$ cat config.mk
export PLATFORM = sky130hd
export DESIGN_NAME = aiob_top
export DESIGN_NICKNAME = d
export VERILOG_FILES = /design/src/hdl/aiob_pkg.sv /design/src/hdl/aiob_spi_frame.sv /design/src/hdl/aiob_top.sv
export SDC_FILE = /design/constraint.sdc
export NUM_CORES = 1
export LEC_CHECK = 0
export BUFFER_PORTS_ARGS = -buffer_cell sky130_fd_sc_hd__buf_2
export CAP_MARGIN = 15
export CORE_MARGIN = 8
export CORE_UTILIZATION = 56
export DETAILED_ROUTE_END_ITERATION = 6
export PLACE_DENSITY = 0.84
export SLEW_MARGIN = 20
export SYNTH_ARGS = -nofsm -noshare
export SYNTH_HDL_FRONTEND = slang
export SYNTH_SLANG_ARGS = --single-unit
$ cat constraint.sdc
create_clock -name clock_i -period 5.9 [get_ports clock_i]
set_clock_uncertainty 0.1 [all_clocks]
set_input_delay 0.295 -clock clock_i [delete_from_list [all_inputs] [get_ports clock_i]]
set_output_delay 0.295 -clock clock_i [all_outputs]
set_load 0.05 [all_outputs]
$ cat src/hdl/aiob_pkg.sv
// package of the auxiliary-line, busy, trigger and alarm block
// shared by the serial frame engine and the top module; no timescale needed
package aiob_pkg;

  // ------------------------------------------------------------
  // register byte addresses (7-bit serial address field)
  // ------------------------------------------------------------
  localparam logic [6:0] ADDR_FLASH_WRITE_COUNT   = 7'h00;
  localparam logic [6:0] ADDR_ALARM_CONTROL       = 7'h34;
  localparam logic [6:0] ADDR_AUX_LINE_CONFIG     = 7'h36;
  localparam logic [6:0] ADDR_GPIO_CONTROL        = 7'h38;
  localparam logic [6:0] ADDR_DIAGNOSTIC_FLAG     = 7'h3c;
  localparam logic [6:0] ADDR_GLOBAL_COMMAND      = 7'h3e;
  localparam logic [6:0] ADDR_LOT_IDENTIFIER_HIGH = 7'h54;
  localparam logic [6:0] ADDR_PRODUCT_IDENTIFIER  = 7'h56;
  localparam logic [6:0] ADDR_UNIT_SERIAL_NUMBER  = 7'h58;
  localparam logic [6:0] ADDR_USER_IDENTIFIER     = 7'h5c;

  // ------------------------------------------------------------
  // special command words
  // ------------------------------------------------------------
  localparam logic [15:0] CMD_ESCAPE_WORD    = 16'he8e8;
  localparam logic [15:0] CMD_DIAG_READ_WORD = 16'h3c00;
  localparam int          CMD_WRITE_BIT      = 15;
  localparam logic [4:0]  SPI_FRAME_BITS     = 5'h10;

  // ------------------------------------------------------------
  // auxiliary line configuration fields
  // ------------------------------------------------------------
  typedef enum logic [1:0] {
    AIOB_FN_GPIO    = 2'b00,
    AIOB_FN_ALARM   = 2'b01,
    AIOB_FN_TRIGGER = 2'b10,
    AIOB_FN_BUSY    = 2'b11
  } aiob_fn_type;

  localparam int         AUX_POL_LSB      = 0;
  localparam int         AUX_FN_LSB       = 2;
  localparam logic [7:0] AUX_CONFIG_RESET = 8'h0d;

  // ------------------------------------------------------------
  // other register fields and reset values
  // ------------------------------------------------------------
  localparam int GCMD_SELFTEST_BIT   = 2;
  localparam int GCMD_FLAG_CLEAR_BIT = 4;
  localparam int GCMD_CHECKSUM_BIT   = 5;
  localparam int DIAG_SPI_ERR_BIT    = 3;
  localparam int DIAG_SELFTEST_BIT   = 5;
  localparam int DIAG_CHECKSUM_BIT   = 6;
  localparam int DIAG_READY_BIT      = 7;
  localparam int DIAG_ALARM_LSB      = 8;
  localparam int DIAG_ALARM_ONE_MSB  = 10;
  localparam int DIAG_ALARM_TWO_LSB  = 11;
  localparam int DIAG_ALARM_MSB      = 13;
  localparam int ALARM_SPLIT_BIT     = 6;
  localparam int GPIO_DIR_LSB        = 0;
  localparam int GPIO_LEVEL_LSB      = 8;

  localparam logic [15:0] FLASH_COUNT_RESET   = 16'h0000;
  localparam logic [15:0] ALARM_CONTROL_RESET = 16'h0000;
  localparam logic [15:0] GPIO_CONTROL_RESET  = 16'h0000;
  localparam logic [15:0] GLOBAL_CMD_RESET    = 16'h0000;
  localparam logic [15:0] DIAG_FLAG_RESET     = 16'h0000;
  localparam logic [15:0] USER_IDENTIFIER_RESET       = 16'h0000;

endpackage : aiob_pkg

$ cat src/hdl/aiob_spi_frame.sv
// serial frame engine: 16-bit frames, clock idles high, sample on rising edge
// assumes sclk at most one eighth of clock_i; pins arrive unsynchronised
`timescale 1ns/1ps
module aiob_spi_frame (
  input  wire logic        clock_i,     // system clock
  input  wire logic        rst_n_i,     // synchronised reset, active low
  input  wire logic        sclk_i,      // serial clock pin
  input  wire logic        cs_n_i,      // chip select pin, active low
  input  wire logic        din_i,       // serial data in pin
  input  wire logic [15:0] tx_word_i,   // word shifted out next frame
  output logic             dout_o,      // serial data out
  output logic             frame_o,     // pulse: full frame received
  output logic             frame_err_o, // pulse: frame neither 0 nor 16 clocks
  output logic [15:0]      rx_word_o    // last received word
);
  import aiob_pkg::*;

  logic [2:0]  sync_a_q;
  logic [2:0]  sync_b_q;
  logic        sclk_prev_q;
  logic        cs_prev_q;
  logic [15:0] rx_sh_q;
  logic [15:0] tx_sh_q;
  logic [4:0]  bit_cnt_q;
  wire         sclk_w     = sync_b_q[0];
  wire         cs_n_w     = sync_b_q[1];
  wire         din_w      = sync_b_q[2];
  wire         sclk_rise  = sclk_w & ~sclk_prev_q & ~cs_n_w;
  wire         sclk_fall  = ~sclk_w & sclk_prev_q & ~cs_n_w;
  wire         cs_fall    = ~cs_n_w & cs_prev_q;
  wire         cs_rise    = cs_n_w & ~cs_prev_q;
  wire         cnt_full   = &bit_cnt_q;

  always_ff @(posedge clock_i or negedge rst_n_i) begin
    if (!rst_n_i) begin
      sync_a_q    <= 3'h3;
      sync_b_q    <= 3'h3;
      sclk_prev_q <= 1'b1;
      cs_prev_q   <= 1'b1;
      rx_sh_q     <= 16'h0000;
      tx_sh_q     <= 16'h0000;
      bit_cnt_q   <= 5'h00;
      dout_o      <= 1'b0;
      frame_o     <= 1'b0;
      frame_err_o <= 1'b0;
      rx_word_o   <= 16'h0000;
    end else begin
      sync_a_q    <= {din_i, cs_n_i, sclk_i};
      sync_b_q    <= sync_a_q;
      sclk_prev_q <= sclk_w;
      cs_prev_q   <= cs_n_w;
      dout_o      <= tx_sh_q[15];
      frame_o     <= 1'b0;
      frame_err_o <= 1'b0;
      if (sclk_fall && bit_cnt_q != 5'h00) begin
        tx_sh_q <= {tx_sh_q[14:0], 1'b0};
      end
      if (sclk_rise) begin
        rx_sh_q <= {rx_sh_q[14:0], din_w};
        if (!cnt_full) begin
          bit_cnt_q <= bit_cnt_q + 5'h01;
        end
      end
      if (cs_fall) begin
        tx_sh_q   <= tx_word_i;
        bit_cnt_q <= 5'h00;
      end
      if (cs_rise) begin
        if (bit_cnt_q == SPI_FRAME_BITS) begin
          frame_o   <= 1'b1;
          rx_word_o <= rx_sh_q;
        end else if (bit_cnt_q != 5'h00) begin
          frame_err_o <= 1'b1;
        end
      end
    end
  end

endmodule : aiob_spi_frame

$ cat src/hdl/aiob_top.sv
// top of the auxiliary-line block: registers, busy, escape, trigger, alarms
// assumes capture, self-test and flash engines on clock_i drive the engine ports
//
// What this block does
// - during capture only escape and diag read act, escape stops capture
// - busy line active when recording or commanding
// - reset config: line one busy, active high
// - config 0x2f: line two trigger input
// - trigger after active then release edge (rise then fall when active high); start on release
// - config bits 5:2 select alarm from flags 13:8
// - config 0x12: line two alarm, active high
// - split alarm control: line one alarm one, two two
// - flag clear command clears flags, alarm lines idle
// - gpio direction, output level, sampled input level
// - command bit 2 runs self-test, result bit 5
// - command bit 5 runs flash checksum, bit 6
// - read-only 16-bit flash write counter
// - writable readable user identifier register
// - diagnostic bit 7 low busy, high idle
// - while busy only diag read and escape
// - command bits self-clear when function completes
`timescale 1ns/1ps
module aiob_top #(
  parameter logic [15:0] LOT_ID_HIGH_VALUE = 16'h1234, // value arbitrary
  parameter logic [15:0] PRODUCT_ID_VALUE  = 16'h5a5a, // value arbitrary
  parameter logic [15:0] SERIAL_NUM_VALUE  = 16'h0001  // value arbitrary
) (
  input  wire logic       clock_i,            // 50 MHz system clock
  input  wire logic       nrst_i,             // async reset, active low
  input  wire logic       spi_sclk_i,         // serial clock pin
  input  wire logic       spi_cs_n_i,         // chip select pin
  input  wire logic       spi_din_i,          // serial data in pin
  output logic            spi_dout_o,         // serial data out pin
  input  wire logic [1:0] aux_line_in_i,      // aux line pin levels
  output logic [1:0]      aux_line_out_o,     // aux line drive levels
  output logic [1:0]      aux_line_oe_o,      // aux line drive enables
  input  wire logic       capture_active_i,   // capture engine recording
  output logic            capture_escape_o,   // pulse: stop capture
  output logic            capture_trigger_o,  // pulse: start recording
  input  wire logic [5:0] alarm_flag_set_i,   // pulses: alarm flags 13:8
  output logic            selftest_start_o,   // pulse: start self-test
  input  wire logic       selftest_done_i,    // pulse: self-test finished
  input  wire logic       selftest_fail_i,    // self-test result with done
  output logic            checksum_start_o,   // pulse: start flash checksum
  input  wire logic       checksum_done_i,    // pulse: checksum finished
  input  wire logic       checksum_fail_i,    // checksum result with done
  input  wire logic       flash_write_i       // pulse: one flash write cycle
);
  import aiob_pkg::*;

  // ------------------------------------------------------------
  // reset release
  // ------------------------------------------------------------
  logic [1:0] rst_sync_q;
  wire        rst_n = rst_sync_q[1];

  always_ff @(posedge clock_i or negedge nrst_i) begin
    if (!nrst_i) begin
      rst_sync_q <= 2'h0;
    end else begin
      rst_sync_q <= {rst_sync_q[0], 1'b1};
    end
  end

  // ------------------------------------------------------------
  // helpers
  // ------------------------------------------------------------
  function automatic logic addr_hit(input logic [6:0] addr, input logic [6:0] reg_addr);
    addr_hit = (addr[6:1] == reg_addr[6:1]);
  endfunction : addr_hit

  function automatic logic [15:0] byte_merge(input logic [15:0] old, input logic hi, input logic [7:0] data);
    byte_merge = hi ? {data, old[7:0]} : {old[15:8], data};
  endfunction : byte_merge

  // ------------------------------------------------------------
  // serial port
  // ------------------------------------------------------------
  logic [15:0] tx_word_q;
  logic        frame_w;
  logic        frame_err_w;
  logic [15:0] rx_word_w;

  aiob_spi_frame u_spi (
    .clock_i     (clock_i),
    .rst_n_i     (rst_n),
    .sclk_i      (spi_sclk_i),
    .cs_n_i      (spi_cs_n_i),
    .din_i       (spi_din_i),
    .tx_word_i   (tx_word_q),
    .dout_o      (spi_dout_o),
    .frame_o     (frame_w),
    .frame_err_o (frame_err_w),
    .rx_word_o   (rx_word_w)
  );

  // ------------------------------------------------------------
  // registers and command decode
  // ------------------------------------------------------------
  logic [7:0]  aux_line_config_q;
  logic [15:0] alarm_control_q;
  logic [15:0] gpio_control_q;
  logic [15:0] global_command_q;
  logic [15:0] diagnostic_flag_q;
  logic [15:0] flash_write_count_q;
  logic [15:0] user_identifier_q;
  logic        capture_prev_q;
  logic [1:0]  aux_sync_a_q;
  logic [1:0]  aux_sync_b_q;

  wire         cmd_write    = rx_word_w[CMD_WRITE_BIT];
  wire [6:0]   cmd_addr     = rx_word_w[14:8];
  wire [7:0]   cmd_data     = rx_word_w[7:0];
  wire         busy_w       = capture_active_i | (|global_command_q);
  wire         is_escape    = frame_w & (rx_word_w == CMD_ESCAPE_WORD);
  wire         is_diag_read = frame_w & (rx_word_w == CMD_DIAG_READ_WORD);
  wire         cmd_accept   = frame_w & ~busy_w;
  wire         wr_accept    = cmd_accept & cmd_write;
  wire         rd_accept    = (cmd_accept & ~cmd_write) | is_diag_read;
  wire         escape_act   = is_escape & capture_active_i;
  wire         wr_hi        = cmd_addr[0];
  wire         wr_aux_cfg   = wr_accept & addr_hit(cmd_addr, ADDR_AUX_LINE_CONFIG) & ~wr_hi;
  wire         wr_alarm_ctl = wr_accept & addr_hit(cmd_addr, ADDR_ALARM_CONTROL);
  wire         wr_gpio_ctl  = wr_accept & addr_hit(cmd_addr, ADDR_GPIO_CONTROL);
  wire         wr_user_identifier   = wr_accept & addr_hit(cmd_addr, ADDR_USER_IDENTIFIER);
  wire         wr_global_command_reg  = wr_accept & addr_hit(cmd_addr, ADDR_GLOBAL_COMMAND);
  wire [15:0]  gcmd_written = wr_global_command_reg ? byte_merge(16'h0000, wr_hi, cmd_data) : 16'h0000;
  wire         flag_clear   = gcmd_written[GCMD_FLAG_CLEAR_BIT];
  wire         capture_rise = capture_active_i & ~capture_prev_q;
  wire         flags_reset  = flag_clear | capture_rise;

  // command bits: self-test and checksum stay until their engine reports done
  wire [15:0]  gcmd_keep_w  = (16'h0001 << GCMD_SELFTEST_BIT) | (16'h0001 << GCMD_CHECKSUM_BIT);
  wire [15:0]  gcmd_done_w  = ({15'h0000, selftest_done_i} << GCMD_SELFTEST_BIT)
                            | ({15'h0000, checksum_done_i} << GCMD_CHECKSUM_BIT);
  wire [15:0]  gcmd_d       = (global_command_q & gcmd_keep_w & ~gcmd_done_w) | gcmd_written;

  // ------------------------------------------------------------
  // diagnostic flags: hardware set wins over clear
  // ------------------------------------------------------------
  wire [5:0]   alarm_flags_q = diagnostic_flag_q[DIAG_ALARM_MSB:DIAG_ALARM_LSB];
  wire [5:0]   alarm_flags_d = alarm_flag_set_i | (flags_reset ? 6'h00 : alarm_flags_q);
  wire         spi_err_d     = frame_err_w | (~flags_reset & diagnostic_flag_q[DIAG_SPI_ERR_BIT]);
  wire         selftest_d    = selftest_done_i ? selftest_fail_i
                             : (~flags_reset & diagnostic_flag_q[DIAG_SELFTEST_BIT]);
  wire         checksum_d    = checksum_done_i ? checksum_fail_i
                             : (~flags_reset & diagnostic_flag_q[DIAG_CHECKSUM_BIT]);
  wire [15:0]  diag_d        = {2'h0, alarm_flags_d, 1'b0, checksum_d, selftest_d,
                                1'b0, spi_err_d, 3'h0};
  wire [15:0]  diag_read_w   = diagnostic_flag_q | ({15'h0000, ~busy_w} << DIAG_READY_BIT);

  // ------------------------------------------------------------
  // auxiliary line function decode
  // ------------------------------------------------------------
  wire         alarm_any   = |alarm_flags_q;
  wire         alarm_one   = |diagnostic_flag_q[DIAG_ALARM_ONE_MSB:DIAG_ALARM_LSB];
  wire         alarm_two   = |diagnostic_flag_q[DIAG_ALARM_MSB:DIAG_ALARM_TWO_LSB];
  wire         alarm_split = alarm_control_q[ALARM_SPLIT_BIT];
  wire [1:0]   alarm_line  = alarm_split ? {alarm_two, alarm_one} : {2{alarm_any}};
  wire [1:0]   gpio_dir    = gpio_control_q[GPIO_DIR_LSB +: 2];
  wire [1:0]   gpio_level  = gpio_control_q[GPIO_LEVEL_LSB +: 2];

  logic [1:0]  line_out_d;
  logic [1:0]  line_oe_d;
  logic [1:0]  trig_in_w;
  logic [1:0]  trig_prev_q;
  logic [1:0]  trig_armed_q;
  logic [1:0]  trig_armed_d;
  logic [1:0]  trig_fire_w;
  logic [1:0]  gpio_read_level;

  for (genvar i = 0; i < 2; i++) begin : g_line
    aiob_fn_type fn_w;
    wire         pol_w = aux_line_config_q[AUX_POL_LSB + i];
    wire         act_w;
    assign fn_w  = aiob_fn_type'(aux_line_config_q[AUX_FN_LSB + 2*i +: 2]);
    assign act_w = (fn_w == AIOB_FN_BUSY) ? busy_w : alarm_line[i];
    assign line_out_d[i] = (fn_w == AIOB_FN_GPIO) ? gpio_level[i] : (act_w ~^ pol_w);
    assign line_oe_d[i]  = (fn_w == AIOB_FN_BUSY) | (fn_w == AIOB_FN_ALARM)
                         | ((fn_w == AIOB_FN_GPIO) & gpio_dir[i]);
    assign gpio_read_level[i] = gpio_dir[i] ? gpio_level[i] : aux_sync_b_q[i];
    // trigger: arm on active edge, fire on release edge
    assign trig_in_w[i]    = (aux_sync_b_q[i] ~^ pol_w) & (fn_w == AIOB_FN_TRIGGER);
    assign trig_fire_w[i]  = trig_armed_q[i] & trig_prev_q[i] & ~trig_in_w[i];
    assign trig_armed_d[i] = (trig_in_w[i] & ~trig_prev_q[i]) | (trig_armed_q[i] & ~trig_fire_w[i]);
  end

  // host keeps trigger pulses long enough to pass the pin synchroniser
  wire         trigger_go = (|trig_fire_w) & ~busy_w;

  // ------------------------------------------------------------
  // read data select
  // ------------------------------------------------------------
  wire [6:0]   rd_addr   = cmd_addr;
  wire [15:0]  gpio_rd_w = {gpio_control_q[15:GPIO_LEVEL_LSB + 2], gpio_read_level,
                            gpio_control_q[GPIO_LEVEL_LSB - 1:0]};
  wire [15:0]  rd_data_w =
      addr_hit(rd_addr, ADDR_FLASH_WRITE_COUNT)   ? flash_write_count_q :
      addr_hit(rd_addr, ADDR_ALARM_CONTROL)       ? alarm_control_q :
      addr_hit(rd_addr, ADDR_AUX_LINE_CONFIG)     ? {8'h00, aux_line_config_q} :
      addr_hit(rd_addr, ADDR_GPIO_CONTROL)        ? gpio_rd_w :
      addr_hit(rd_addr, ADDR_DIAGNOSTIC_FLAG)     ? diag_read_w :
      addr_hit(rd_addr, ADDR_GLOBAL_COMMAND)      ? global_command_q :
      addr_hit(rd_addr, ADDR_LOT_IDENTIFIER_HIGH) ? LOT_ID_HIGH_VALUE :
      addr_hit(rd_addr, ADDR_PRODUCT_IDENTIFIER)  ? PRODUCT_ID_VALUE :
      addr_hit(rd_addr, ADDR_UNIT_SERIAL_NUMBER)  ? SERIAL_NUM_VALUE :
      addr_hit(rd_addr, ADDR_USER_IDENTIFIER)     ? user_identifier_q : 16'h0000;

  // ------------------------------------------------------------
  // pin synchroniser for the aux lines
  // ------------------------------------------------------------
  always_ff @(posedge clock_i or negedge rst_n) begin
    if (!rst_n) begin
      aux_sync_a_q <= 2'h0;
      aux_sync_b_q <= 2'h0;
    end else begin
      aux_sync_a_q <= aux_line_in_i;
      aux_sync_b_q <= aux_sync_a_q;
    end
  end

  // ------------------------------------------------------------
  // configuration registers
  // ------------------------------------------------------------
  always_ff @(posedge clock_i or negedge rst_n) begin
    if (!rst_n) begin
      aux_line_config_q <= AUX_CONFIG_RESET;
      alarm_control_q   <= ALARM_CONTROL_RESET;
      gpio_control_q    <= GPIO_CONTROL_RESET;
      user_identifier_q <= USER_IDENTIFIER_RESET;
    end else begin
      if (wr_aux_cfg) begin
        aux_line_config_q <= cmd_data;
      end
      if (wr_alarm_ctl) begin
        alarm_control_q <= byte_merge(alarm_control_q, wr_hi, cmd_data);
      end
      if (wr_gpio_ctl) begin
        gpio_control_q <= byte_merge(gpio_control_q, wr_hi, cmd_data);
      end
      if (wr_user_identifier) begin
        user_identifier_q <= byte_merge(user_identifier_q, wr_hi, cmd_data);
      end
    end
  end

  // ------------------------------------------------------------
  // commands, flags and counter
  // ------------------------------------------------------------
  always_ff @(posedge clock_i or negedge rst_n) begin
    if (!rst_n) begin
      global_command_q    <= GLOBAL_CMD_RESET;
      diagnostic_flag_q   <= DIAG_FLAG_RESET;
      flash_write_count_q <= FLASH_COUNT_RESET;
      capture_prev_q      <= 1'b0;
    end else begin
      global_command_q  <= gcmd_d;
      diagnostic_flag_q <= diag_d;
      capture_prev_q    <= capture_active_i;
      if (flash_write_i) begin
        flash_write_count_q <= flash_write_count_q + 16'h0001;
      end
    end
  end

  // ------------------------------------------------------------
  // trigger detector and response word
  // ------------------------------------------------------------
  always_ff @(posedge clock_i or negedge rst_n) begin
    if (!rst_n) begin
      trig_prev_q  <= 2'h0;
      trig_armed_q <= 2'h0;
      tx_word_q    <= 16'h0000;
    end else begin
      trig_prev_q  <= trig_in_w;
      trig_armed_q <= trig_armed_d;
      if (rd_accept) begin
        tx_word_q <= rd_data_w;
      end
    end
  end

  // ------------------------------------------------------------
  // registered outputs
  // ------------------------------------------------------------
  always_ff @(posedge clock_i or negedge rst_n) begin
    if (!rst_n) begin
      aux_line_out_o    <= 2'h0;
      aux_line_oe_o     <= 2'h0;
      capture_escape_o  <= 1'b0;
      capture_trigger_o <= 1'b0;
      selftest_start_o  <= 1'b0;
      checksum_start_o  <= 1'b0;
    end else begin
      aux_line_out_o    <= line_out_d;
      aux_line_oe_o     <= line_oe_d;
      capture_escape_o  <= escape_act;
      capture_trigger_o <= trigger_go;
      selftest_start_o  <= gcmd_written[GCMD_SELFTEST_BIT];
      checksum_start_o  <= gcmd_written[GCMD_CHECKSUM_BIT];
    end
  end

endmodule : aiob_top

==> results_dict.tcl, run 1 <==
set metrics [dict create \
    status "complete, no violations" \
    synthArstFlopShare 1.00 \
    cp-end-kind "flip-flop" \
    htreeDepth 4 \
    syn_inst 722 \
    cts_resized 0 \
    overflow 0 \
    vias 5983 \
    timing.fmax_ghz 0.334 \
    power_density_nw_per_um2 301 \
    grt-busiest-layer "met2" \
    grt_max_degree 136 \
    die_w_um 141 \
    layout-drive-gt1-share 0.210 \
    gp_congestion 1.02 \
    slew_violations 0 \
    ys_ff_latch 196 \
    clock-sinks 196 \
    row_count 45 \
    die_h_um 141 \
    crit_fanout 28 \
    hp-class "input pin to flip-flop" \
    antenna_cells 0 \
    layout_min_cycle_time_ns 2.99 \
    wl_per_cell_um 22.8 \
    netlist_area_um2 8710 \
    yosys_most_used_dff "dfrtp_1" \
    max_cap_violations 0 \
    drc 0 \
    root_buffer "clkbuf_16" \
    core_region_area_um2 15200 \
    drtIter0Drc 599 \
    synth.yosys.seq_area_share 0.564 \
    ys_warn_count 0 \
    start_util 0.573 \
    cp.arrival_ns 3.17 \
    dpl_worst_slack_ns 2.97 \
    fillers 1133 \
    hold_ws_ns 0.0449 \
    use_met2 0.358 \
    grt_pass1_wl_mm 34.5 \
    io_buffers 27 \
    setup_tns_ns 0 \
    crit_slowest_cell "dfrtp_1" \
    tightest_slew_ns 1.02 \
    grt.total_usage 0.227 \
    pin_count 28 \
    critical_path.max_stage_delay_ns 0.88 \
    area_delta_synth_final_pct 12.5 \
    layout_common_cells "186 x dfrtp_1, 66 x mux2_2, 50 x nand2_1" \
    cts_buffers 17 \
    cts_tree "done" \
    max_slew_margin 0.315 \
    vias_per_cell 6.30 \
    cp.required_ns 6.08 \
    rsz0062_at_grt "false" \
    p_total_mw 2.95 \
    dieArea_um2 19800 \
    drt-pass1-iter-count 6 \
    setup_viol_count_final 0 \
    final_area_um2 9800 \
    hpwl_mm 14.5 \
    synth_area_per_cell_um2 12.1 \
    cts_setup_buffers 0 \
    met1_usage 0.292 \
    fin_crit_sh 0.507 \
    ant_nets 0 \
    wl_mm 21.6 \
    finalHoldViolations 0 \
    grt_pass1_vias 6090 \
    criticalPathCategory "flip-flop to flip-flop" \
    p_leak_nw 4.51 \
    synth_fp_nets 745 \
    layout_commonest_cell "dfrtp_1" \
    yosysUniqueCellTypes 75 \
    clk_latency_ns 0.43 \
    setup_slack_ns 2.91 \
    path_cells "nand4b_2, or3_1, o221a_2, a2111oi_0, o21ai_0" \
    antenna_found_initial 0 \
    nets 771 \
    ctsLongestPathBuffers 2 \
    cp-start-kind "flip-flop" \
    grt.met3_usage 0.0665 \
    path_clk_slew_ns 0.07 \
    vdd_ir_drop_max_mv 0.304 \
    synth_edf_count 0 \
    placed_area_um2 8970 \
]
-- worst paths after layout --
kind / from / endpoint / slack (ns) / depth (start not counted)
max: u_spi.rx_word_o[11]$_DFFE_PN0P_ / tx_word_q[12]$_DFFE_PN0P_ / 2.91 / 5
max reg2reg: u_spi.rx_word_o[11]$_DFFE_PN0P_ / tx_word_q[12]$_DFFE_PN0P_ / 2.91 / 5
min: flash_write_i / flash_write_count_q[0]$_DFFE_PN0P_ / 0.04 / 2
max in group asynchronous: rst_sync_q[1]$_DFF_PN0_ / u_spi.tx_sh_q[15]$_DFFE_PN0P_ / 4.18 / 1
min in group asynchronous: nrst_i / rst_sync_q[1]$_DFF_PN0_ / 0.06 / 2
min reg2reg: aux_sync_a_q[0]$_DFF_PN0_ / aux_sync_b_q[0]$_DFF_PN0_ / 0.25 / 0
-- cells in the mapped netlist (4+ instances only) --
cell | n | area share
mux2i_1 | 20 | 0.023
mux2_1 | 24 | 0.031
nor2_1 | 29 | 0.012
a22oi_1 | 4 | 0.0034
a21oi_1 | 10 | 0.0057
o21ai_0 | 41 | 0.024
buf_2 | 13 | 0.0075
a21o_1 | 14 | 0.012
a222oi_1 | 6 | 0.0069
nand3_1 | 13 | 0.0075
nor4_1 | 4 | 0.0029
and2_1 | 20 | 0.014
and3_1 | 8 | 0.0057
dfstp_2 | 9 | 0.027
nand4_1 | 9 | 0.0065
nor3_1 | 10 | 0.0057
o31ai_1 | 5 | 0.0043
buf_4 | 4 | 0.0034
mux2_2 | 66 | 0.085
nor2b_1 | 7 | 0.0050
xor2_1 | 9 | 0.0090
ha_1 | 4 | 0.0057
clkbuf_1 | 25 | 0.011
nand2b_1 | 6 | 0.0043
o21a_1 | 5 | 0.0043
nand2_1 | 50 | 0.022
xnor2_1 | 17 | 0.017
inv_1 | 13 | 0.0056
a221oi_1 | 12 | 0.012
dfrtp_1 | 187 | 0.54
-- metrics by stage --
step | cells | util
6_report | 949 | 0.645
2_1_floorplan | 722 | -
4_1_cts | 949 | 0.645
5_1_grt | 949 | 0.645
3_3_place_gp | 901 | 0.590
3_5_place_dp | 901 | 0.590
-- timing repair --
| action | 4_1_cts | 5_1_grt |
|---|---|---|
| hold endpoints to repair | 17 | 0 |
| hold buffers | 16 | 0 |
| endpoints found under the setup margin | 0 | 0 |
-- critical path, delay by kind of cell (launching register included) --
kind / cells / cell delay, ns
compound gates: 3 / 0.98
flops: 1 / 0.88
simple gates: 2 / 0.87
-- state kept, by name, indices dropped and copies added, names as in the netlist, 3 cells and up --
register and flops:
u_spi.sync_b_q 3, alarm_control_q 16, u_spi.bit_cnt_q 5, tx_word_q 16
u_spi.tx_sh_q 16, global_command_q 16, u_spi.rx_sh_q 16, u_spi.rx_word_o 16
gpio_control_q 16, aux_line_config_q 8, user_identifier_q 16, u_spi.sync_a_q 3
flash_write_count_q 16, diagnostic_flag_q 9
-- area by class of cell --
type	instances	area [um2]	area share
sequential	196	4920	0.502
timing repair buffer	50	360	0.0368
tap	188	235	0.0240
clock inverter	12	214	0.0218
inverter	13	48.8	0.00498
multi-input combinational	470	3570	0.364
clock buffer	20	457	0.0466
-- cells by family after synthesis --
group | synth area share
buf+inv | 0.0277
mux | 0.139
flops | 0.564
other cells | 0.000430
xor+xnor | 0.0261
simple gates | 0.126
fa+ha+maj | 0.00575
compound gates | 0.111
-- metal layers --
metal | routed length [um] | vias up
met3 | 1700 | 46
met2 | 10300 | 244
met1 | 9060 | 3032
met4 | 566 | 0
li1 | - | 2661
met5 | 0 | -
-- power breakdown --
group,internal [mW],total (mW),switching [mW]
Clock,0.785,1.31,0.520
Sequential,1.41,1.49,0.0805
Combinational,0.0805,0.155,0.0746
Total,2.28,2.95,0.675
Power figures use the tool's default switching activity.
==> inputs of run 2 (changes only) <==
Clock period 5.9 ns to 2.57 ns, I/O delays scaled along.
==> run 2 against run 1 <==
  * The run now ends with design-rule violations left
  * Combinational power increased by 150%
  * Sequential share of layout area decreased by 1.4 points
  * Clock power increased by 90%
  * Final area increased by 2.8%
  * Die area unchanged
  * Final cell count increased by 4.7%
  * Flip-flop and latch count unchanged
  * Non-clock buffer count increased by 45
  * Routed wire length increased by 1.9%
==> results_dict.tcl, run 2 (synthesis gave the netlist of run 1 again) <==
set metrics [dict create \
    finalHoldViolations 0 \
    root_buffer "clkbuf_16" \
    criticalPathCategory "flip-flop to flip-flop" \
    row_count 45 \
    die_h_um 141 \
    grt_max_degree 89 \
    vias_per_cell 6.19 \
    cp.arrival_ns 2.60 \
    cp-end-kind "flip-flop" \
    crit_slowest_cell "dfrtp_1" \
    clk_latency_ns 0.44 \
    cp-start-kind "flip-flop" \
    overflow 0 \
    clock-sinks 196 \
    power.share.clock 0.398 \
    grt_pass1_vias 6406 \
    power_density_nw_per_um2 623 \
    ctsLongestPathBuffers 2 \
    status "finished, violations left" \
    nets 816 \
    fin_crit_sh 0.933 \
    setup_viol_count_final 0 \
    drt-pass1-iter-count 7 \
    layout_min_cycle_time_ns 2.40 \
    slew_violations 0 \
    drtIter0Drc 647 \
    area_delta_synth_final_pct 15.7 \
    tightest_slew_ns 0.704 \
    cp.required_ns 2.77 \
    critical_path.max_stage_delay_ns 0.56 \
    power_switching_mw 1.55 \
    grt.total_usage 0.234 \
    placed_area_um2 9310 \
    pin_count 28 \
    hp-class "flip-flop to asynchronous set/reset pin" \
    dpl_worst_slack_ns -0.140 \
    final_util 0.663 \
    wl_mm 22.0 \
    ant_nets 0 \
    layout_common_cells "186 x dfrtp_1, 66 x mux2_2, 50 x nand2_1" \
    vias 6151 \
    crit_fanout 14 \
    multi_input_area_um2 3570 \
    seqCellArea_um2 4920 \
    violations "design-rule violations" \
    layout_commonest_cell "dfrtp_1" \
    rsz0062_at_grt "false" \
    cts_buffers 17 \
    wl_per_cell_um 22.2 \
    path_cells "buf_4, or3_1, o221a_2, a2111oi_2, o21ai_0" \
    gp_congestion 0.946 \
    hpwl_mm 15.8 \
    antenna_found_initial 0 \
    max_cap_violations 0 \
    vdd_ir_drop_max_mv 0.476 \
    p_comb_frac 0.061 \
    seqPwrFrac 0.542 \
    max_slew_margin 0.531 \
    p_leak_nw 4.69 \
    dieArea_um2 19800 \
    setup_tns_ns 0 \
    antenna_cells 0 \
    switching_share 0.247 \
    htreeDepth 4 \
    fillers 1109 \
    layout-drive-gt1-share 0.252 \
    io_buffers 27 \
    grt_pass1_wl_mm 35.5 \
    cts_tree "done" \
    final_area_um2 10100 \
    cts_setup_buffers 0 \
    timing.fmax_ghz 0.417 \
    core_region_area_um2 15200 \
    die_w_um 141 \
    drc 5 \
    path_clk_slew_ns 0.07 \
    p_int_mw 4.73 \
    setup_slack_ns 0.172 \
    start_util 0.573 \
]
[run 2: cell types whose count changed in the layout (fill, tap and decap cells not counted), moves of 2 or more]
cell and delta:
buf_4 +38, bufinv_16 -5, dlygate4sd3_1 +4, buf_12 +3, clkinv_2 +2, clkinv_4 +2, clkinvlp_4 +2, inv_8 +2
[run 2: final cells by class]
class | instances | share of cell area
Inverter | 13 | 0.00484
Clock inverter | 14 | 0.0119
Multi-Input combinational cell | 470 | 0.354
Clock buffer | 18 | 0.0436
Tap cell | 188 | 0.0233
Sequential cell | 196 | 0.488
Timing Repair Buffer | 95 | 0.0740
[run 2: power by group through the flow]
stage	Clock, mW	Sequential [mW]	Combinational, mW
after floorplan	0	3.43	0.227
after global placement	0	3.44	0.330
after detailed placement	0	3.45	0.362
after CTS	2.53	3.40	0.386
after global routing	2.64	3.42	0.427
final	2.49	3.40	0.381
[run 2: layer usage]
| metal | share of wire | track usage |
|---|---|---|
| met1 | 0.43 | 0.304 |
| met2 | 0.50 | 0.381 |
| met3 | 0.050 | 0.0473 |
| met4 | 0.022 | 0.0854 |
| met5 | 0 | 0 |
[run 2: worst max-delay path, delay by kind of cell, from the launching register on]
family,cells,cell delay [ns]
and+or+nand+nor,1,0.47
AOI/OAI and AO/OA,3,0.84
buffers and inverters,1,0.28
DFF,1,0.56
[run 2: per-stage QoR]
stage | hold WS [ns] | cells | power [mW]
floorplan | -0.267 | 722 | 3.66
global placement | -0.185 | 942 | 3.77
detailed placement | -0.183 | 942 | 3.81
CTS | 0.107 | 994 | 6.32
global route | 0.124 | 994 | 6.49
finish | 0.0981 | 994 | 6.28
[run 2: final timing paths]
path / to / startpoint / cells past startpoint / slack, ns
worst max-delay path: tx_word_q[12]$_DFFE_PN0P_ / u_spi.rx_word_o[9]$_DFFE_PN0P_ / 5 / 0.17
worst min-delay path: global_command_q[9]$_DFF_PN0_ / rst_sync_q[1]$_DFF_PN0_ / 0 / 0.1
worst max register to register: tx_word_q[12]$_DFFE_PN0P_ / u_spi.rx_word_o[9]$_DFFE_PN0P_ / 5 / 0.17
worst min register to register: global_command_q[9]$_DFF_PN0_ / rst_sync_q[1]$_DFF_PN0_ / 0 / 0.1
max in group asynchronous: u_spi.sclk_prev_q$_DFF_PN1_ / rst_sync_q[1]$_DFF_PN0_ / 1 / 1.51
min in group clock_i: u_spi.sync_a_q[1]$_DFF_PN1_ / spi_cs_n_i / 2 / 0.23
[run 2: what timing repair did]
action,4_1_cts,5_1_grt
endpoints found under the hold margin,24,0
setup endpoints to repair,1,1
hold buffers,20,0
resized for setup,1,1
==> inputs of run 3 (changes only) <==
Settings changed: CAP_MARGIN 15 to 20, CORE_ASPECT_RATIO set to 1.1, SLEW_MARGIN 20 to 5.
==> run 3 against run 2 <==
  * The run now ends clean
  * Final cell count is 1.0% higher
  * Core utilization is 0.38 points lower
  * Routed wire length is 2.0% higher
  * Die area hardly changed
  * Flip-flop and latch count stayed put
  * Register-to-register slack better by 0.04 ns
  * Non-clock buffer count is 2 lower
  * Critical path depth is 1 higher
  * Via count is 0.99% lower
  * Total power is 6.1% higher
  * Maximum frequency is 1.6% higher
  * Worst hold slack better by 0.13 ns
  * Critical endpoint is now tx_word_q[11]$_DFFE_PN0P_
  * Highest routed layer unchanged
==> results_dict.tcl, run 3 (synthesis gave the netlist of run 1 again) <==
set metrics [dict create \
    cp.arrival_ns 2.62 \
    start_util 0.564 \
    layout_min_cycle_time_ns 2.36 \
    crit_fanout 15 \
    grt.total_usage 0.236 \
    vias_per_cell 6.07 \
    clk_latency_ns 0.44 \
    die_h_um 147 \
    cp.required_ns 2.83 \
    dpl_worst_slack_ns 0.252 \
    p_comb_frac 0.058 \
    ant_nets 0 \
    fin_crit_sh 0.918 \
    hp-class "input pin to flip-flop" \
    critical_path.max_stage_delay_ns 0.52 \
    row_count 48 \
    hold_ws_ns 0.229 \
    antenna_cells 0 \
    power_switching_mw 1.52 \
    slew_violations 0 \
    cp-start-kind "flip-flop" \
    finalHoldViolations 0 \
    overflow 0 \
    htreeDepth 4 \
    cts_resized 0 \
    drc 0 \
    die_w_um 135 \
    layout_commonest_cell "dfrtp_1" \
    drt-pass1-iter-count 5 \
    status "complete, no violations" \
    max_slew_margin 0.519 \
    layout_common_cells "186 x dfrtp_1, 66 x mux2_2, 50 x nand2_1" \
    layout-drive-gt1-share 0.245 \
    clock-sinks 196 \
    criticalPathCategory "flip-flop to flip-flop" \
    final_area_um2 10200 \
    stdcell_count 1004 \
    wl_per_cell_um 22.4 \
    path_clk_slew_ns 0.07 \
    core_region_area_um2 15400 \
    ctsLongestPathBuffers 2 \
    p_leak_nw 4.74 \
    critPathTopFamily "simple AND/OR/NAND/NOR gates" \
    vdd_ir_drop_max_mv 0.472 \
    pin_count 28 \
    hpwl_mm 15.8 \
    crit_buf_inv 1 \
    vias 6090 \
    setup_viol_count_final 0 \
    setup_tns_ns 0 \
    p_total_mw 6.66 \
    grt_pass1_wl_mm 35.5 \
    dieArea_um2 19800 \
    area_delta_synth_final_pct 16.8 \
    dp_cells 952 \
    path_cells "nand4b_2, buf_4, nor2_1, a222oi_1, o21a_1, o21ai_0" \
    grt_max_degree 48 \
    p_int_mw 5.14 \
    nets 814 \
    cts_tree "done" \
    timing.fmax_ghz 0.424 \
    final_util 0.659 \
    cts_setup_buffers 0 \
    wl_mm 22.5 \
    cts_buffers 17 \
    crit_slowest_cell "dfrtp_1" \
    grt_pass1_vias 6336 \
    power_density_nw_per_um2 654 \
    max_cap_violations 0 \
    antenna_found_initial 0 \
    root_buffer "clkbuf_16" \
    placed_area_um2 9340 \
    io_buffers 27 \
    cp-end-kind "flip-flop" \
    power.share.clock 0.430 \
    seqPwrFrac 0.512 \
    holdBufCountCts 20 \
    gp_congestion 0.934 \
    switching_share 0.229 \
    tightest_slew_ns 0.721 \
    rsz0062_at_grt "false" \
    drtIter0Drc 609 \
    setup_slack_ns 0.210 \
]
-- run 3: area by class of cell --
type	count	area [um2]
multi-input cells	470	3560
inverters	13	48.8
flip-flops and latches	196	4920
well taps	200	250
repair buffers	93	756
clock inverters	10	171
fillers	1145	5260
clock buffers	22	464
-- run 3: path summary, 6_finish.rpt --
path,startpoint,to,slack [ns],cells after the start
min in group asynchronous,rst_sync_q[1]$_DFF_PN0_,user_identifier_q[13]$_DFFE_PN0P_,0.29,0
worst min register to register,aux_sync_a_q[1]$_DFF_PN0_,aux_sync_b_q[1]$_DFF_PN0_,0.25,0
worst max register to register,u_spi.rx_word_o[14]$_DFFE_PN0P_,tx_word_q[11]$_DFFE_PN0P_,0.21,6
worst max-delay path,u_spi.rx_word_o[14]$_DFFE_PN0P_,tx_word_q[11]$_DFFE_PN0P_,0.21,6
worst min-delay path,spi_din_i,u_spi.sync_a_q[2]$_DFF_PN0_,0.23,2
max in group asynchronous,rst_sync_q[1]$_DFF_PN0_,aux_line_config_q[2]$_DFFE_PN1P_,1.32,1
-- run 3: power groups by stage --
| stage | Sequential (mW) | Combinational, mW | Clock, mW |
|---|---|---|---|
| global route | 3.43 | 0.430 | 3.02 |
| global placement | 3.45 | 0.340 | 0 |
| finish | 3.41 | 0.385 | 2.86 |
| CTS | 3.41 | 0.392 | 2.90 |
| floorplan | 3.43 | 0.227 | 0 |
| detailed placement | 3.46 | 0.363 | 0 |
-- run 3: per-layer routing --
metal	part of all wire	global-route usage
met4	0.032	0.0922
met5	0	0
met1	0.41	0.297
met2	0.50	0.389
met3	0.057	0.0512
-- run 3: worst reg2reg max path, cell delays in order, from the launching register on --
cell,delay [ns]
dfrtp_1,0.52
nand4b_2,0.33
buf_4,0.21
nor2_1,0.46
a222oi_1,0.26
o21a_1,0.24
o21ai_0,0.17
